[config.mk]
export PLATFORM = sky130hd
export DESIGN_NAME = dpfc_channel_ctrl
export DESIGN_NICKNAME = d
export VERILOG_FILES = /design/src/design/dpfc_pkg.sv /design/src/design/dpfc_serial_rx.sv /design/src/design/dpfc_channel_ctrl.sv
export SDC_FILE = /design/constraint.sdc
export NUM_CORES = 1
export LEC_CHECK = 0
export ABC_AREA = 1
export BUFFER_PORTS_ARGS = -buffer_cell sky130_fd_sc_hd__buf_4
export CORE_MARGIN = 2
export CORE_UTILIZATION = 57
export DETAILED_ROUTE_END_ITERATION = 7
export PLACE_DENSITY = 0.8
export SLEW_MARGIN = 20
export SYNTH_ARGS = -nofsm -noshare
export SYNTH_HDL_FRONTEND = slang
export SYNTH_SLANG_ARGS = --single-unit
[constraint.sdc]
create_clock -name clk -period 2 [get_ports clk]
set_clock_uncertainty 0.15 [all_clocks]
set_input_delay 0.1 -clock clk [delete_from_list [all_inputs] [get_ports clk]]
set_output_delay 0.1 -clock clk [all_outputs]
set_load 0.01 [all_outputs]
[src/design/dpfc_pkg.sv]
package dpfc_pkg;

	// ========================================
	// Serial word layout
	localparam int         WORD_W   = 24;
	localparam logic [4:0] BIT_LAST = 5'h17;
	localparam int         RW_POS   = 23;
	localparam int         REG_HI   = 21;
	localparam int         REG_LO   = 19;
	localparam int         ADR_HI   = 18;
	localparam int         ADR_LO   = 16;
	localparam int         DAT_W    = 16;
	localparam logic [2:0] REG_DAC  = 3'h0;
	localparam logic [2:0] REG_PWR  = 3'h2;
	localparam logic [2:0] REG_CTRL = 3'h3;
	localparam logic [2:0] ADR_CH_A = 3'h0;
	localparam logic [2:0] ADR_CH_B = 3'h2;
	localparam logic [2:0] ADR_BOTH = 3'h4;
	localparam logic [2:0] ADR_CFG  = 3'h1;
	localparam logic [2:0] ADR_LOAD = 3'h5;

	// ========================================
	// Power control and configuration bits
	localparam int   PU_A     = 0;
	localparam int   PU_B     = 2;
	localparam int   VREF_POWERUP   = 4;
	localparam int   TALERT   = 5;
	localparam int   OC_A     = 7;
	localparam int   OC_B     = 9;
	localparam int   CFG_SDO  = 0;
	localparam int   CFG_CLMP = 2;
	localparam int   CFG_TSD  = 3;
	localparam logic CLMP_RST = 1'b1;
	localparam logic TSD_RST  = 1'b0;
	localparam logic SDO_RST  = 1'b0;

	// ========================================
	// Wishbone map and status bits
	localparam logic [7:0] WB_DAC_A = 8'h00;
	localparam logic [7:0] WB_DAC_B = 8'h04;
	localparam logic [7:0] WB_PWR   = 8'h08;
	localparam logic [7:0] WB_CTRL  = 8'h0c;
	localparam logic [7:0] WB_STAT  = 8'h10;
	localparam int         ST_SUP   = 0;
	localparam int         ST_OT    = 1;
	localparam int         ST_VALID = 2;
	localparam int         ST_CLAMP = 4;
	localparam int         ST_OCRAW = 6;

	typedef enum logic [1:0] {
		FR_IDLE  = 2'h0,
		FR_SHIFT = 2'h1,
		FR_DONE  = 2'h3
	} dpfc_frame_t;

endpackage : dpfc_pkg

[src/design/dpfc_serial_rx.sv]
`timescale 1ns/100ps
`default_nettype none

module dpfc_serial_rx (
	input  wire logic        clk,            // System clock
	input  wire logic        rst,            // Synchronous reset
	input  wire logic        serial_clk,     // Host serial clock pin
	input  wire logic        frame_sync_n,   // Frame sync pin, low in frame
	input  wire logic        serial_data_in, // Host data pin
	input  wire logic        load_outputs_n, // Load strobe pin
	input  wire logic [23:0] tx_word,        // Readback word to send
	input  wire logic        tx_en,          // Readback output enabled
	output logic      [23:0] word,           // Last complete word
	output logic             word_stb,       // One-cycle pulse per word
	output logic             load_s,         // Synchronised load strobe
	output logic             serial_data_out // Readback data pin
);

	// ========================================
	// Pin synchronisers
	logic [3:0] meta_q;
	logic [3:0] sync_q;
	logic       sck_prev_q;
	logic       sck_fall;
	logic       sck_rise;

	always_ff @(posedge clk) begin
		if (rst) begin
			// Link clock idles low; a high reset value here would fake a rising edge
			meta_q     <= 4'he;
			sync_q     <= 4'he;
			sck_prev_q <= 1'b0;
		end else begin
			meta_q     <= {load_outputs_n, serial_data_in, frame_sync_n, serial_clk};
			sync_q     <= meta_q;
			sck_prev_q <= sync_q[0];
		end
	end

	assign sck_fall = sck_prev_q & ~sync_q[0];
	assign sck_rise = ~sck_prev_q & sync_q[0];
	assign load_s   = sync_q[3];

	// ========================================
	// Frame shifter
	dpfc_pkg::dpfc_frame_t state_q;
	logic [4:0]            cnt_q;
	logic [23:0]           sr_q;
	logic [23:0]           tx_q;

	always_ff @(posedge clk) begin
		if (rst) begin
			state_q  <= dpfc_pkg::FR_IDLE;
			cnt_q    <= 5'h00;
			sr_q     <= 24'h000000;
			tx_q     <= 24'h000000;
			word     <= 24'h000000;
			word_stb <= 1'b0;
		end else begin
			word_stb <= 1'b0;
			case (state_q)
				dpfc_pkg::FR_IDLE: begin
					if (!sync_q[1]) begin
						state_q <= dpfc_pkg::FR_SHIFT;
						cnt_q   <= 5'h00;
						tx_q    <= tx_word;
					end
				end
				dpfc_pkg::FR_SHIFT: begin
					// A frame cut short is dropped whole
					if (sync_q[1]) begin
						state_q <= dpfc_pkg::FR_IDLE;
					end else if (sck_fall) begin
						sr_q  <= {sr_q[22:0], sync_q[2]};
						cnt_q <= cnt_q + 5'h01;
						if (cnt_q == dpfc_pkg::BIT_LAST) begin
							state_q  <= dpfc_pkg::FR_DONE;
							word     <= {sr_q[22:0], sync_q[2]};
							word_stb <= 1'b1;
						end
					end else if (sck_rise) begin
						tx_q <= {tx_q[22:0], 1'b0};
					end
				end
				dpfc_pkg::FR_DONE: begin
					// Clocks beyond the word are ignored until sync rises
					if (sync_q[1]) begin
						state_q <= dpfc_pkg::FR_IDLE;
					end
				end
				default: begin
					state_q <= dpfc_pkg::FR_IDLE;
				end
			endcase
		end
	end

	always_ff @(posedge clk) begin
		if (rst) begin
			serial_data_out <= 1'b0;
		end else begin
			serial_data_out <= tx_en & (state_q == dpfc_pkg::FR_SHIFT) & tx_q[23];
		end
	end
endmodule : dpfc_serial_rx

`default_nettype wire

[src/design/dpfc_channel_ctrl.sv]
// Behaviour
// Output clamped until supplies good and written
// Channels power down individually, start down
// Powered-down channel: pin clamped, amplifier isolated
// Clamp enable bit picks overcurrent response
// Clamp mode: alert follows fault, no shutdown
// Auto mode: fault powers down, sets alert
// Host re-enables channel; never automatic
// Thermal shutdown off at reset, bit enables
// Thermal shutdown sets thermal alert bit
// Reference off at reset, powered by bit
// Host keeps reference off with external source
// 24-bit words sampled on falling clock
// Link: serial clock, data, frame sync
// Outputs update automatically or by load strobe
// Registers readable back over serial link
// Power register select 010, fixed bit map
// Thermal shutdown powers down both channels
// Clamp enable resets set
// Host waits 10 us before loading output
// Fault detector inputs synchronised before use
`timescale 1ns/100ps
`default_nettype none

module dpfc_channel_ctrl (
	input  wire logic        clk,             // 10 MHz clock
	input  wire logic        rst,             // Synchronous reset, active high
	input  wire logic        wb_cyc_i,        // Wishbone cycle
	input  wire logic        wb_stb_i,        // Wishbone strobe
	input  wire logic        wb_we_i,         // Wishbone write
	input  wire logic [7:0]  wb_adr_i,        // Wishbone byte address
	input  wire logic [3:0]  wb_sel_i,        // Wishbone byte lanes
	input  wire logic [31:0] wb_dat_i,        // Wishbone write data
	output logic      [31:0] wb_dat_o,        // Wishbone read data
	output logic             wb_ack_o,        // Wishbone acknowledge
	input  wire logic        serial_clk,      // Host serial clock
	input  wire logic        frame_sync_n,    // Host frame sync
	input  wire logic        serial_data_in,  // Host serial data
	input  wire logic        load_outputs_n,  // Host load strobe
	output logic             serial_data_out, // Readback data
	input  wire logic [1:0]  oc_detect,       // Overcurrent detectors
	input  wire logic        overtemp_detect, // Overtemperature detector
	input  wire logic        supplies_ok,     // Analog supplies settled
	output logic      [1:0]  chan_powerup,    // Channel powered
	output logic      [1:0]  vout_clamp,      // Output pin clamp to ground
	output logic      [1:0]  amp_connect,     // Amplifier to pin switch
	output logic             vref_powerup,    // Internal reference on
	output logic             device_shutdown, // Thermal shutdown state
	output logic      [15:0] dac_code_a,      // Channel A output code
	output logic      [15:0] dac_code_b       // Channel B output code
);

	// ========================================
	// Helpers
	function automatic int pu_bit(input int ch);
		pu_bit = (ch == 0) ? dpfc_pkg::PU_A : dpfc_pkg::PU_B;
	endfunction : pu_bit

	function automatic logic [2:0] ch_adr(input int ch);
		ch_adr = (ch == 0) ? dpfc_pkg::ADR_CH_A : dpfc_pkg::ADR_CH_B;
	endfunction : ch_adr

	function automatic logic [7:0] ch_wb(input int ch);
		ch_wb = (ch == 0) ? dpfc_pkg::WB_DAC_A : dpfc_pkg::WB_DAC_B;
	endfunction : ch_wb

	function automatic logic [15:0] merge16(input logic [15:0] old,
			input logic [31:0] nw, input logic [3:0] sel);
		merge16 = {sel[1] ? nw[15:8] : old[15:8], sel[0] ? nw[7:0] : old[7:0]};
	endfunction : merge16

	// ========================================
	// Detector synchronisers
	logic [3:0] det_meta_q;
	logic [3:0] det_sync_q;
	logic [1:0] oc_s;
	logic       ot_s;
	logic       sup_s;

	always_ff @(posedge clk) begin
		if (rst) begin
			det_meta_q <= 4'h0;
			det_sync_q <= 4'h0;
		end else begin
			det_meta_q <= {supplies_ok, overtemp_detect, oc_detect};
			det_sync_q <= det_meta_q;
		end
	end

	assign oc_s  = det_sync_q[1:0];
	assign ot_s  = det_sync_q[2];
	assign sup_s = det_sync_q[3];

	// ========================================
	// Serial link
	logic [23:0] rx_word;
	logic        rx_stb;
	logic        load_s;
	logic [23:0] tx_word;
	logic        sdo_off_q;

	dpfc_serial_rx u_rx (
		.clk            (clk),
		.rst            (rst),
		.serial_clk     (serial_clk),
		.frame_sync_n   (frame_sync_n),
		.serial_data_in (serial_data_in),
		.load_outputs_n (load_outputs_n),
		.tx_word        (tx_word),
		.tx_en          (~sdo_off_q),
		.word           (rx_word),
		.word_stb       (rx_stb),
		.load_s         (load_s),
		.serial_data_out(serial_data_out)
	);

	logic        rx_wr;
	logic        rx_rd;
	logic [2:0]  rx_reg;
	logic [2:0]  rx_adr;
	logic [15:0] rx_dat;

	assign rx_wr  = rx_stb & ~rx_word[dpfc_pkg::RW_POS];
	assign rx_rd  = rx_stb & rx_word[dpfc_pkg::RW_POS];
	assign rx_reg = rx_word[dpfc_pkg::REG_HI:dpfc_pkg::REG_LO];
	assign rx_adr = rx_word[dpfc_pkg::ADR_HI:dpfc_pkg::ADR_LO];
	assign rx_dat = rx_word[dpfc_pkg::DAT_W-1:0];

	// ========================================
	// Wishbone decode; a serial write beats a bus write in the same cycle
	logic        ack_q;
	logic        wb_wr;
	logic        pwr_wr;
	logic [15:0] pwr_val;
	logic        cfg_wr;
	logic [15:0] cfg_val;
	logic        s_pwr;
	logic        s_cfg;
	logic        s_load;

	assign wb_wr   = wb_cyc_i & wb_stb_i & wb_we_i & ack_q;
	assign s_pwr   = rx_wr & (rx_reg == dpfc_pkg::REG_PWR);
	assign s_cfg   = rx_wr & (rx_reg == dpfc_pkg::REG_CTRL) & (rx_adr == dpfc_pkg::ADR_CFG);
	assign s_load  = rx_wr & (rx_reg == dpfc_pkg::REG_CTRL) & (rx_adr == dpfc_pkg::ADR_LOAD);
	assign pwr_wr  = s_pwr | (wb_wr & (wb_adr_i == dpfc_pkg::WB_PWR) & wb_sel_i[0]);
	assign pwr_val = s_pwr ? rx_dat : wb_dat_i[15:0];
	assign cfg_wr  = s_cfg | (wb_wr & (wb_adr_i == dpfc_pkg::WB_CTRL) & wb_sel_i[0]);
	assign cfg_val = s_cfg ? rx_dat : wb_dat_i[15:0];

	// ========================================
	// Configuration
	logic clamp_en_q;
	logic tsd_en_q;

	always_ff @(posedge clk) begin
		if (rst) begin
			clamp_en_q <= dpfc_pkg::CLMP_RST;
			tsd_en_q   <= dpfc_pkg::TSD_RST;
			sdo_off_q  <= dpfc_pkg::SDO_RST;
		end else if (cfg_wr) begin
			clamp_en_q <= cfg_val[dpfc_pkg::CFG_CLMP];
			tsd_en_q   <= cfg_val[dpfc_pkg::CFG_TSD];
			sdo_off_q  <= cfg_val[dpfc_pkg::CFG_SDO];
		end
	end

	// ========================================
	// Power, overcurrent and thermal state
	logic [1:0] pu_q;
	logic [1:0] oc_q;
	logic       ta_q;
	logic       vref_q;
	logic       tshut;

	assign tshut = tsd_en_q & ot_s;

	always_ff @(posedge clk) begin
		if (rst) begin
			pu_q <= 2'h0;
			oc_q <= 2'h0;
		end else begin
			for (int i = 0; i < 2; i++) begin
				// Faults win over a host write landing in the same cycle
				if (tshut) begin
					pu_q[i] <= 1'b0;
				end else if (oc_s[i] && !clamp_en_q && pu_q[i]) begin
					pu_q[i] <= 1'b0;
				end else if (pwr_wr) begin
					pu_q[i] <= pwr_val[pu_bit(i)];
				end
				if (clamp_en_q) begin
					oc_q[i] <= oc_s[i];
				end else if (oc_s[i] && pu_q[i]) begin
					oc_q[i] <= 1'b1;
				end else if (pwr_wr && pwr_val[pu_bit(i)]) begin
					oc_q[i] <= 1'b0;
				end
			end
		end
	end

	always_ff @(posedge clk) begin
		if (rst) begin
			ta_q <= 1'b0;
		end else if (tshut) begin
			ta_q <= 1'b1;
		end else if (pwr_wr) begin
			ta_q <= 1'b0;
		end
	end

	// Reference follows its bit and is cleared by thermal shutdown; an external reference relies on the host
	always_ff @(posedge clk) begin
		if (rst) begin
			vref_q <= 1'b0;
		end else if (tshut) begin
			vref_q <= 1'b0;
		end else if (pwr_wr) begin
			vref_q <= pwr_val[dpfc_pkg::VREF_POWERUP];
		end
	end

	// ========================================
	// DAC input and output registers
	logic [15:0] din_q  [2];
	logic [15:0] dout_q [2];
	logic [1:0]  valid_q;
	logic [1:0]  hit;
	logic [1:0]  s_hit;
	logic [15:0] hit_val [2];
	logic        load_prev_q;
	logic        upd_all;

	always_comb begin
		for (int i = 0; i < 2; i++) begin
			s_hit[i] = rx_wr & (rx_reg == dpfc_pkg::REG_DAC)
				& ((rx_adr == ch_adr(i)) | (rx_adr == dpfc_pkg::ADR_BOTH));
			hit[i] = s_hit[i] | (wb_wr & (wb_adr_i == ch_wb(i)));
			hit_val[i] = s_hit[i] ? rx_dat : merge16(din_q[i], wb_dat_i, wb_sel_i);
		end
	end

	assign upd_all = s_load | (load_prev_q & ~load_s);

	always_ff @(posedge clk) begin
		if (rst) begin
			load_prev_q <= 1'b1;
		end else begin
			load_prev_q <= load_s;
		end
	end

	always_ff @(posedge clk) begin
		if (rst) begin
			din_q   <= '{2{16'h0000}};
			dout_q  <= '{2{16'h0000}};
			valid_q <= 2'h0;
		end else begin
			for (int i = 0; i < 2; i++) begin
				if (hit[i]) begin
					din_q[i]   <= hit_val[i];
					valid_q[i] <= 1'b1;
				end
				// Strobe held low means every word goes straight out
				if (hit[i] && !load_s) begin
					dout_q[i] <= hit_val[i];
				end else if (upd_all) begin
					dout_q[i] <= din_q[i];
				end
			end
		end
	end

	// ========================================
	// Output switches
	logic [1:0] clamp_q;
	logic [1:0] amp_q;

	always_ff @(posedge clk) begin
		if (rst) begin
			clamp_q <= 2'h3;
			amp_q   <= 2'h0;
		end else begin
			for (int i = 0; i < 2; i++) begin
				clamp_q[i] <= ~(pu_q[i] & valid_q[i] & sup_s);
				amp_q[i]   <= pu_q[i] & valid_q[i] & sup_s;
			end
		end
	end

	// ========================================
	// Register views, serial readback and bus reads
	logic [15:0] pwr_view;
	logic [15:0] cfg_view;
	logic [15:0] rb_view;
	logic [5:0]  rb_q;

	always_comb begin
		pwr_view = 16'h0000;
		pwr_view[dpfc_pkg::PU_A]   = pu_q[0];
		pwr_view[dpfc_pkg::PU_B]   = pu_q[1];
		pwr_view[dpfc_pkg::VREF_POWERUP] = vref_q;
		pwr_view[dpfc_pkg::TALERT] = ta_q;
		pwr_view[dpfc_pkg::OC_A]   = oc_q[0];
		pwr_view[dpfc_pkg::OC_B]   = oc_q[1];
		cfg_view = 16'h0000;
		cfg_view[dpfc_pkg::CFG_SDO]  = sdo_off_q;
		cfg_view[dpfc_pkg::CFG_CLMP] = clamp_en_q;
		cfg_view[dpfc_pkg::CFG_TSD]  = tsd_en_q;
		case (rb_q[5:3])
			dpfc_pkg::REG_DAC: begin
				rb_view = (rb_q[2:0] == dpfc_pkg::ADR_CH_B) ? din_q[1] : din_q[0];
			end
			dpfc_pkg::REG_PWR: begin
				rb_view = pwr_view;
			end
			dpfc_pkg::REG_CTRL: begin
				rb_view = cfg_view;
			end
			default: begin
				rb_view = 16'h0000;
			end
		endcase
	end

	always_ff @(posedge clk) begin
		if (rst) begin
			rb_q <= 6'h00;
		end else if (rx_rd) begin
			rb_q <= {rx_reg, rx_adr};
		end
	end

	assign tx_word = {2'h2, rb_q, rb_view};

	logic [31:0] rd_q;

	always_ff @(posedge clk) begin
		if (rst) begin
			ack_q <= 1'b0;
			rd_q  <= 32'h00000000;
		end else begin
			ack_q <= wb_cyc_i & wb_stb_i & ~ack_q;
			rd_q  <= 32'h00000000;
			case (wb_adr_i)
				dpfc_pkg::WB_DAC_A: rd_q[15:0] <= din_q[0];
				dpfc_pkg::WB_DAC_B: rd_q[15:0] <= din_q[1];
				dpfc_pkg::WB_PWR:   rd_q[15:0] <= pwr_view;
				dpfc_pkg::WB_CTRL:  rd_q[15:0] <= cfg_view;
				dpfc_pkg::WB_STAT: begin
					rd_q[dpfc_pkg::ST_SUP]                   <= sup_s;
					rd_q[dpfc_pkg::ST_OT]                    <= ot_s;
					rd_q[dpfc_pkg::ST_VALID+:2]              <= valid_q;
					rd_q[dpfc_pkg::ST_CLAMP+:2]              <= clamp_q;
					rd_q[dpfc_pkg::ST_OCRAW+:2]              <= oc_s;
				end
				default: rd_q <= 32'h00000000;
			endcase
		end
	end

	assign wb_dat_o        = rd_q;
	assign wb_ack_o        = ack_q;
	assign chan_powerup    = pu_q;
	assign vout_clamp      = clamp_q;
	assign amp_connect     = amp_q;
	assign vref_powerup    = vref_q;
	assign device_shutdown = ta_q;
	assign dac_code_a      = dout_q[0];
	assign dac_code_b      = dout_q[1];
endmodule : dpfc_channel_ctrl

`default_nettype wire

==> results.yml, run 1 <==
clock_network:
  cts_root_buffer: "clkbuf_16"
  cts_made_buffers: 17
  clkTransAtPathRegs_ns: 0.07
  clock-sinks: 199
  postCtsSetupRepairBufs: 0
  htree_num_levels: 4
  clk_path_buf_depth: 2
  tritoncts: "done"
  clock_latency_ns: 0.44
pwr:
  powerDensity_mw_per_mm2: 740.3
  leakage_nw: 4.660
  ir_drop_uv: 581.7
logic_synthesis:
  yosysWarnings: 0
  ys_seq_area_frac: 0.4324
  synth_area_sq_mm: 0.009214
  post_synth_num_cell_types: 41
  synth-async-reset-ratio: 0
  synth_area_per_cell_sq_um: 7.077
  synthCells: 1302
  synth_edf_count: 0
  synth-seq-cells: 199
  synth_flop_cell: "dfxtp_1"
sta:
  hold_viol_final: 0
  finalSetupViolations: 0
  worstMarginPinSlew_ns: 0.8119
  rsz0062_at_grt: "yes"
  period_minus_slack_ns: 1.900
  fmax_ghz: 0.5262
  maxSlewViolCount: 0
  relSlewSlack: 0.4588
  post-route-period-util: 0.9502
  tns_ns: 0
worst_setup_path:
  rr_endpoint: "u_rx.word[13]"
  crit_cells: 8
  rrSetupSlack_ns: 0.1
  crit_type: "reg2reg"
  reg2regPathDepth: 8
  cp_max_fo: 23
  slowest_stage: "dfxtp_1"
  cp.arrival_ns: 2.05
  critPathBufInv: 2
  path_cells: "ha_1, nand2_1, inv_1, nand3_1, nor2_2, inv_1, o21ai_0, a21oi_1"
  endpoint_kind: "register"
  path_delay_family: "flip-flops"
  reg2reg_from: "u_rx.cnt_q[0]"
  cp-startpoint: "u_rx.cnt_q[0]"
  cpPeakStageDelay_ns: 0.37
  endpoint: "u_rx.word[13]"
  worst_setup_path_start_kind: "register"
  required_ns: 2.14
  path_common_cell: "inv_1"
drt:
  wirelength_microns: 26760
  vias_per_cell: 5.662
  antenna_left: 0
  route.detailed.drc: 0
  wl_per_cell_microns: 16.49
  detail_route.first_pass.iterations: 5
  vias: 9189
  drt_iter0_drc: 943
grt:
  overflow: 0
  grt_pass1_vias: 8438
  grt_pass1_wl_microns: 43080
  grt_max_degree: 74
  track_usage: 0.3101
  antenna_found_initial: 0
floorplanning:
  fp.coreArea_sq_mm: 0.01583
  ios: 131
  row_count: 46
  die_h_microns: 131.1
  die-area_sq_mm: 0.01720
  die_w_microns: 131.1
  start_util: 0.5821
hold_path:
  min_path_cells: 5
  min_path_type: "in2reg"
outcome:
  status: "finished clean"
flow_run:
  drv_cap: 0
placed_design:
  place.detailed.hpwl_microns: 19040
  dpl_cell_area_sq_mm: 0.01011
  globalplace.congestion: 0.9611
  portBuffers: 96
finish:
  area_delta_synth_final_pct: 18.37
  multiInputGateArea_sq_mm: 0.004332
  final_util: 0.6891
  seq_area_sq_mm: 0.003984
  drive_above_1_share: 0.1471
  finalInstanceArea_sq_mm: 0.01091
  finalNetCount: 1453
  fill_cells: 1400
  n_antenna_cell: 0
## how the worst min path moves through the flow
stage,endpoint,from
2_1_floorplan,u_rx.meta_q[1],frame_sync_n
3_3_place_gp,u_rx.meta_q[1],frame_sync_n
3_5_place_dp,u_rx.meta_q[2],serial_data_in
4_1_cts,din_q[9],wb_dat_i[9]
5_1_grt,din_q[9],wb_dat_i[9]
6_report,din_q[9],wb_dat_i[9]
## logic make-up after synthesis
logic type,count (synthesis),share of synthesized area
flops,199,0.4324
simple gates,545,0.2613
compound gates,340,0.1988
buf+inv,215,0.1048
fa+ha+maj,1,0.001358
other cells,1,0.0004070
xor+xnor,1,0.0009507
## what timing repair did
item                                    in CTS  in global routing
gates resized for setup                      0                  3
hold buffers                                17                  0
hold endpoints to repair                    31                  0
endpoints found under the setup margin       0                  6
## routing by layer
metal	track usage	vias to the layer above	part of all wire
met1	0.4116	4224	0.42
li1	-	4445	-
met3	0.05671	75	0.086
met2	0.5003	445	0.46
met4	0.1268	0	0.036
met5	0	-	0
## worst reg2reg max path: stages, from the launching register on
cell	delay (ns)
dfxtp_1	0.37
ha_1	0.20
nand2_1	0.06
inv_1	0.08
nand3_1	0.11
nor2_2	0.16
inv_1	0.26
o21ai_0	0.29
a21oi_1	0.08
## cells in the final DEF (no fill, tap or decap), drive strengths merged, types with 16 or more instances in the layout
cell type    instances
a21oi              143
nand2              307
dlygate4sd3         17
conb                16
dfxtp              199
a31oi               17
clkbuf              21
nor2                95
inv                127
nand3              116
buf                133
o21ai              137
## synth_stat cells (6+ instances only)
| library cell | n | share of area |
|---|---|---|
| nand2_1 | 298 | 0.12 |
| buf_2 | 25 | 0.014 |
| o22ai_1 | 6 | 0.0041 |
| a211oi_1 | 6 | 0.0049 |
| buf_4 | 20 | 0.016 |
| nand3_1 | 105 | 0.057 |
| inv_1 | 120 | 0.049 |
| dfxtp_1 | 199 | 0.43 |
| a31oi_1 | 17 | 0.012 |
| nand3_2 | 11 | 0.012 |
| o211ai_1 | 12 | 0.0098 |
| a21oi_1 | 143 | 0.078 |
| o21ai_0 | 136 | 0.074 |
| or2_2 | 9 | 0.0061 |
| nor3_1 | 6 | 0.0033 |
| buf_6 | 7 | 0.0086 |
| nand2_2 | 6 | 0.0041 |
| clkbuf_1 | 36 | 0.015 |
| nor2_1 | 87 | 0.035 |
## stage by stage
stage	cells	power, mW	hold slack, ns	setup WS [ns]
detailed placement	1575	4.528	0.1376	0.1680
floorplan	1317	4.393	0.05381	0.3943
global placement	1575	4.518	0.1369	0.2141
CTS	1623	8.077	0.001855	0.09391
finish	1623	8.074	0.01449	0.09955
global route	1623	8.326	0.05973	-0.05744
## state kept, by name, indices dropped and copies added (netlist names), 4 cells and up
name and count:
dac_code_a 16, dac_code_b 16, det_meta_q 4, det_sync_q 4
din_q 32, rb_q 6, u_rx.cnt_q 5, u_rx.meta_q 4
u_rx.sr_q 23, u_rx.sync_q 4, u_rx.tx_q 24, u_rx.word 23
wb_dat_o 16
## power breakdown
group | internal, mW | switching (mW)
Combinational | 0.171 | 0.275
Clock | 2.07 | 1.53
Sequential | 4.01 | 0.0242
## area by class of cell
class                      instances  share of cell area
clock buffer                      21             0.04313
inverter                         124             0.04268
multi-input combinational        903              0.3972
timing repair buffer             150              0.1140
sequential                       199              0.3653
tap                              216             0.02478
clock inverter                    10             0.01296
No activity file was read; power rests on OpenSTA's default activity.
==> inputs of run 2 (changes only) <==
--- a/config.mk
+++ b/config.mk
@@ -10,7 +10,7 @@
 export CORE_MARGIN = 2
 export CORE_UTILIZATION = 57
 export DETAILED_ROUTE_END_ITERATION = 7
-export PLACE_DENSITY = 0.8
+export PLACE_DENSITY = 0.78
 export SLEW_MARGIN = 20
 export SYNTH_ARGS = -nofsm -noshare
 export SYNTH_HDL_FRONTEND = slang
==> results.yml, run 2 (synthesized netlist as in run 1, its figures left out) <==
outcome:
  status: "finished clean"
worst_setup_path:
  worst_setup_path_start_kind: "register"
  cp_max_fo: 9
  required_ns: 2.22
  cp.arrival_ns: 2.19
  cp-startpoint: "rb_q[5]"
  endpoint_kind: "register"
  crit_type: "reg2reg"
  reg2reg_from: "rb_q[5]"
pwr:
  power_mw: 7.807
  powerDensity_mw_per_mm2: 714.9
  leakage_nw: 4.649
  ir_drop_uv: 588.0
finish:
  final_util: 0.6900
  drive_above_1_share: 0.1498
  regMostFlops: "din_q"
  layout_commonest_cell: "nand2_1"
  largest_reg_flops: 32
  area_delta_synth_final_pct: 18.52
  n_antenna_cell: 0
  finalNetCount: 1460
  mostFrequentLayoutCells: "298 x nand2_1, 199 x dfxtp_1, 143 x a21oi_1"
  finalInstanceArea_sq_mm: 0.01092
  top_regs: "din_q: 32 flops, u_rx.tx_q: 24 flops"
  fill_cells: 1358
grt:
  grt_pass1_wl_microns: 42470
  grt_max_degree: 71
  antenna_found_initial: 0
  overflow: 0
  track_usage: 0.3055
  grt_pass1_vias: 8291
floorplanning:
  die-area_sq_mm: 0.01720
  die_w_microns: 131.1
  ios: 131
  die_h_microns: 131.1
  fp.coreArea_sq_mm: 0.01583
  row_count: 46
  start_util: 0.5821
placed_design:
  globalplace.congestion: 0.9489
  dpl_cell_area_sq_mm: 0.01012
  place.detailed.hpwl_microns: 18760
  post-place-ws_ns: 0.1211
  portBuffers: 96
sta:
  fmax_ghz: 0.5068
  worst_slack_ns: 0.02686
  period_minus_slack_ns: 1.973
  post-route-period-util: 0.9866
  relSlewSlack: 0.6310
  maxSlewViolCount: 0
  hold_viol_final: 0
  finalSetupViolations: 0
  worstMarginPinSlew_ns: 0.5493
  rsz0062_at_grt: "yes"
  tns_ns: 0
clock_network:
  clock_latency_ns: 0.44
  clk_path_buf_depth: 2
  clkTransAtPathRegs_ns: 0.07
  cts_root_buffer: "clkbuf_16"
  cts_made_buffers: 17
  clock-sinks: 199
  tritoncts: "done"
  htree_num_levels: 4
hold_path:
  worst_hold_startpoint: "wb_dat_i[1]"
  min_path_type: "in2reg"
drt:
  wl_met2_microns: 12290
  top_layer_used: "met4"
  vias_per_cell: 5.658
  wl_met3_microns: 2300
  detail_route.first_pass.iterations: 7
  vias: 9229
  wirelength_microns: 26720
  wl_met1_microns: 11340
  wl_per_cell_microns: 16.39
  route.detailed.drc: 0
  drt_iter0_drc: 988
  antenna_left: 0
flow_run:
  drv_cap: 0
==> run 2: final timing paths <==
| check | cells past startpoint | slack, ns | to |
|---|---|---|---|
| worst min register to register | 2 | 0.25 | det_sync_q[0] |
| worst max-delay path | 5 | 0.03 | u_rx.tx_q[8] |
| worst min-delay path | 5 | 0.02 | din_q[1] |
| worst max register to register | 5 | 0.03 | u_rx.tx_q[8] |
==> run 2: through the flow <==
stage | std cells | hold WS (ns)
final | 1631 | 0.02027
after floorplan | 1317 | 0.05381
after CTS | 1630 | 0.009480
after detailed placement | 1577 | 0.1378
after global placement | 1577 | 0.1350
after global routing | 1631 | 0.03421
==> run 2: area by class of cell <==
| class | count | area, sq um | share of cell area |
|---|---|---|---|
| Tap cell | 216 | 270.3 | 0.02475 |
| Clock buffer | 17 | 425.4 | 0.03895 |
| Sequential cell | 199 | 3984 | 0.3648 |
| Clock inverter | 15 | 140.1 | 0.01283 |
| Timing Repair inverter | 1 | 7.507 | 0.0006874 |
| Inverter | 124 | 473.0 | 0.04331 |
| Multi-Input combinational cell | 903 | 4334 | 0.3969 |
| Timing Repair Buffer | 156 | 1286 | 0.1178 |
==> run 2: routing by layer <==
metal  track usage  vias to the layer above
met5             0                        -
met2        0.4787                      461
li1              -                     4457
met4        0.1268                        0
met3       0.05826                       70
met1        0.4155                     4241
==> run 2: power breakdown <==
group          leakage [nW]  internal (mW)  switching, mW  total [mW]
sequential             1.61           4.01         0.0246        4.03
clock                 0.268           1.74           1.59        3.33
combinational          2.77          0.176          0.274       0.450
total                  4.65           5.92           1.89        7.81
==> run 2: timing repair <==
action | in CTS | in global routing
setup endpoints to repair | 0 | 25
gates resized for setup | 0 | 6
hold buffers | 21 | 0
hold endpoints to repair | 30 | 0
setup buffers | 0 | 0
==> run 2: worst max-delay path, stage by stage (launching register included) <==
cell      delay, ns
dfxtp_1        0.35
nor2_1         0.25
nand2_1        0.20
nor2_2         0.44
o211ai_1       0.29
a21oi_1        0.21
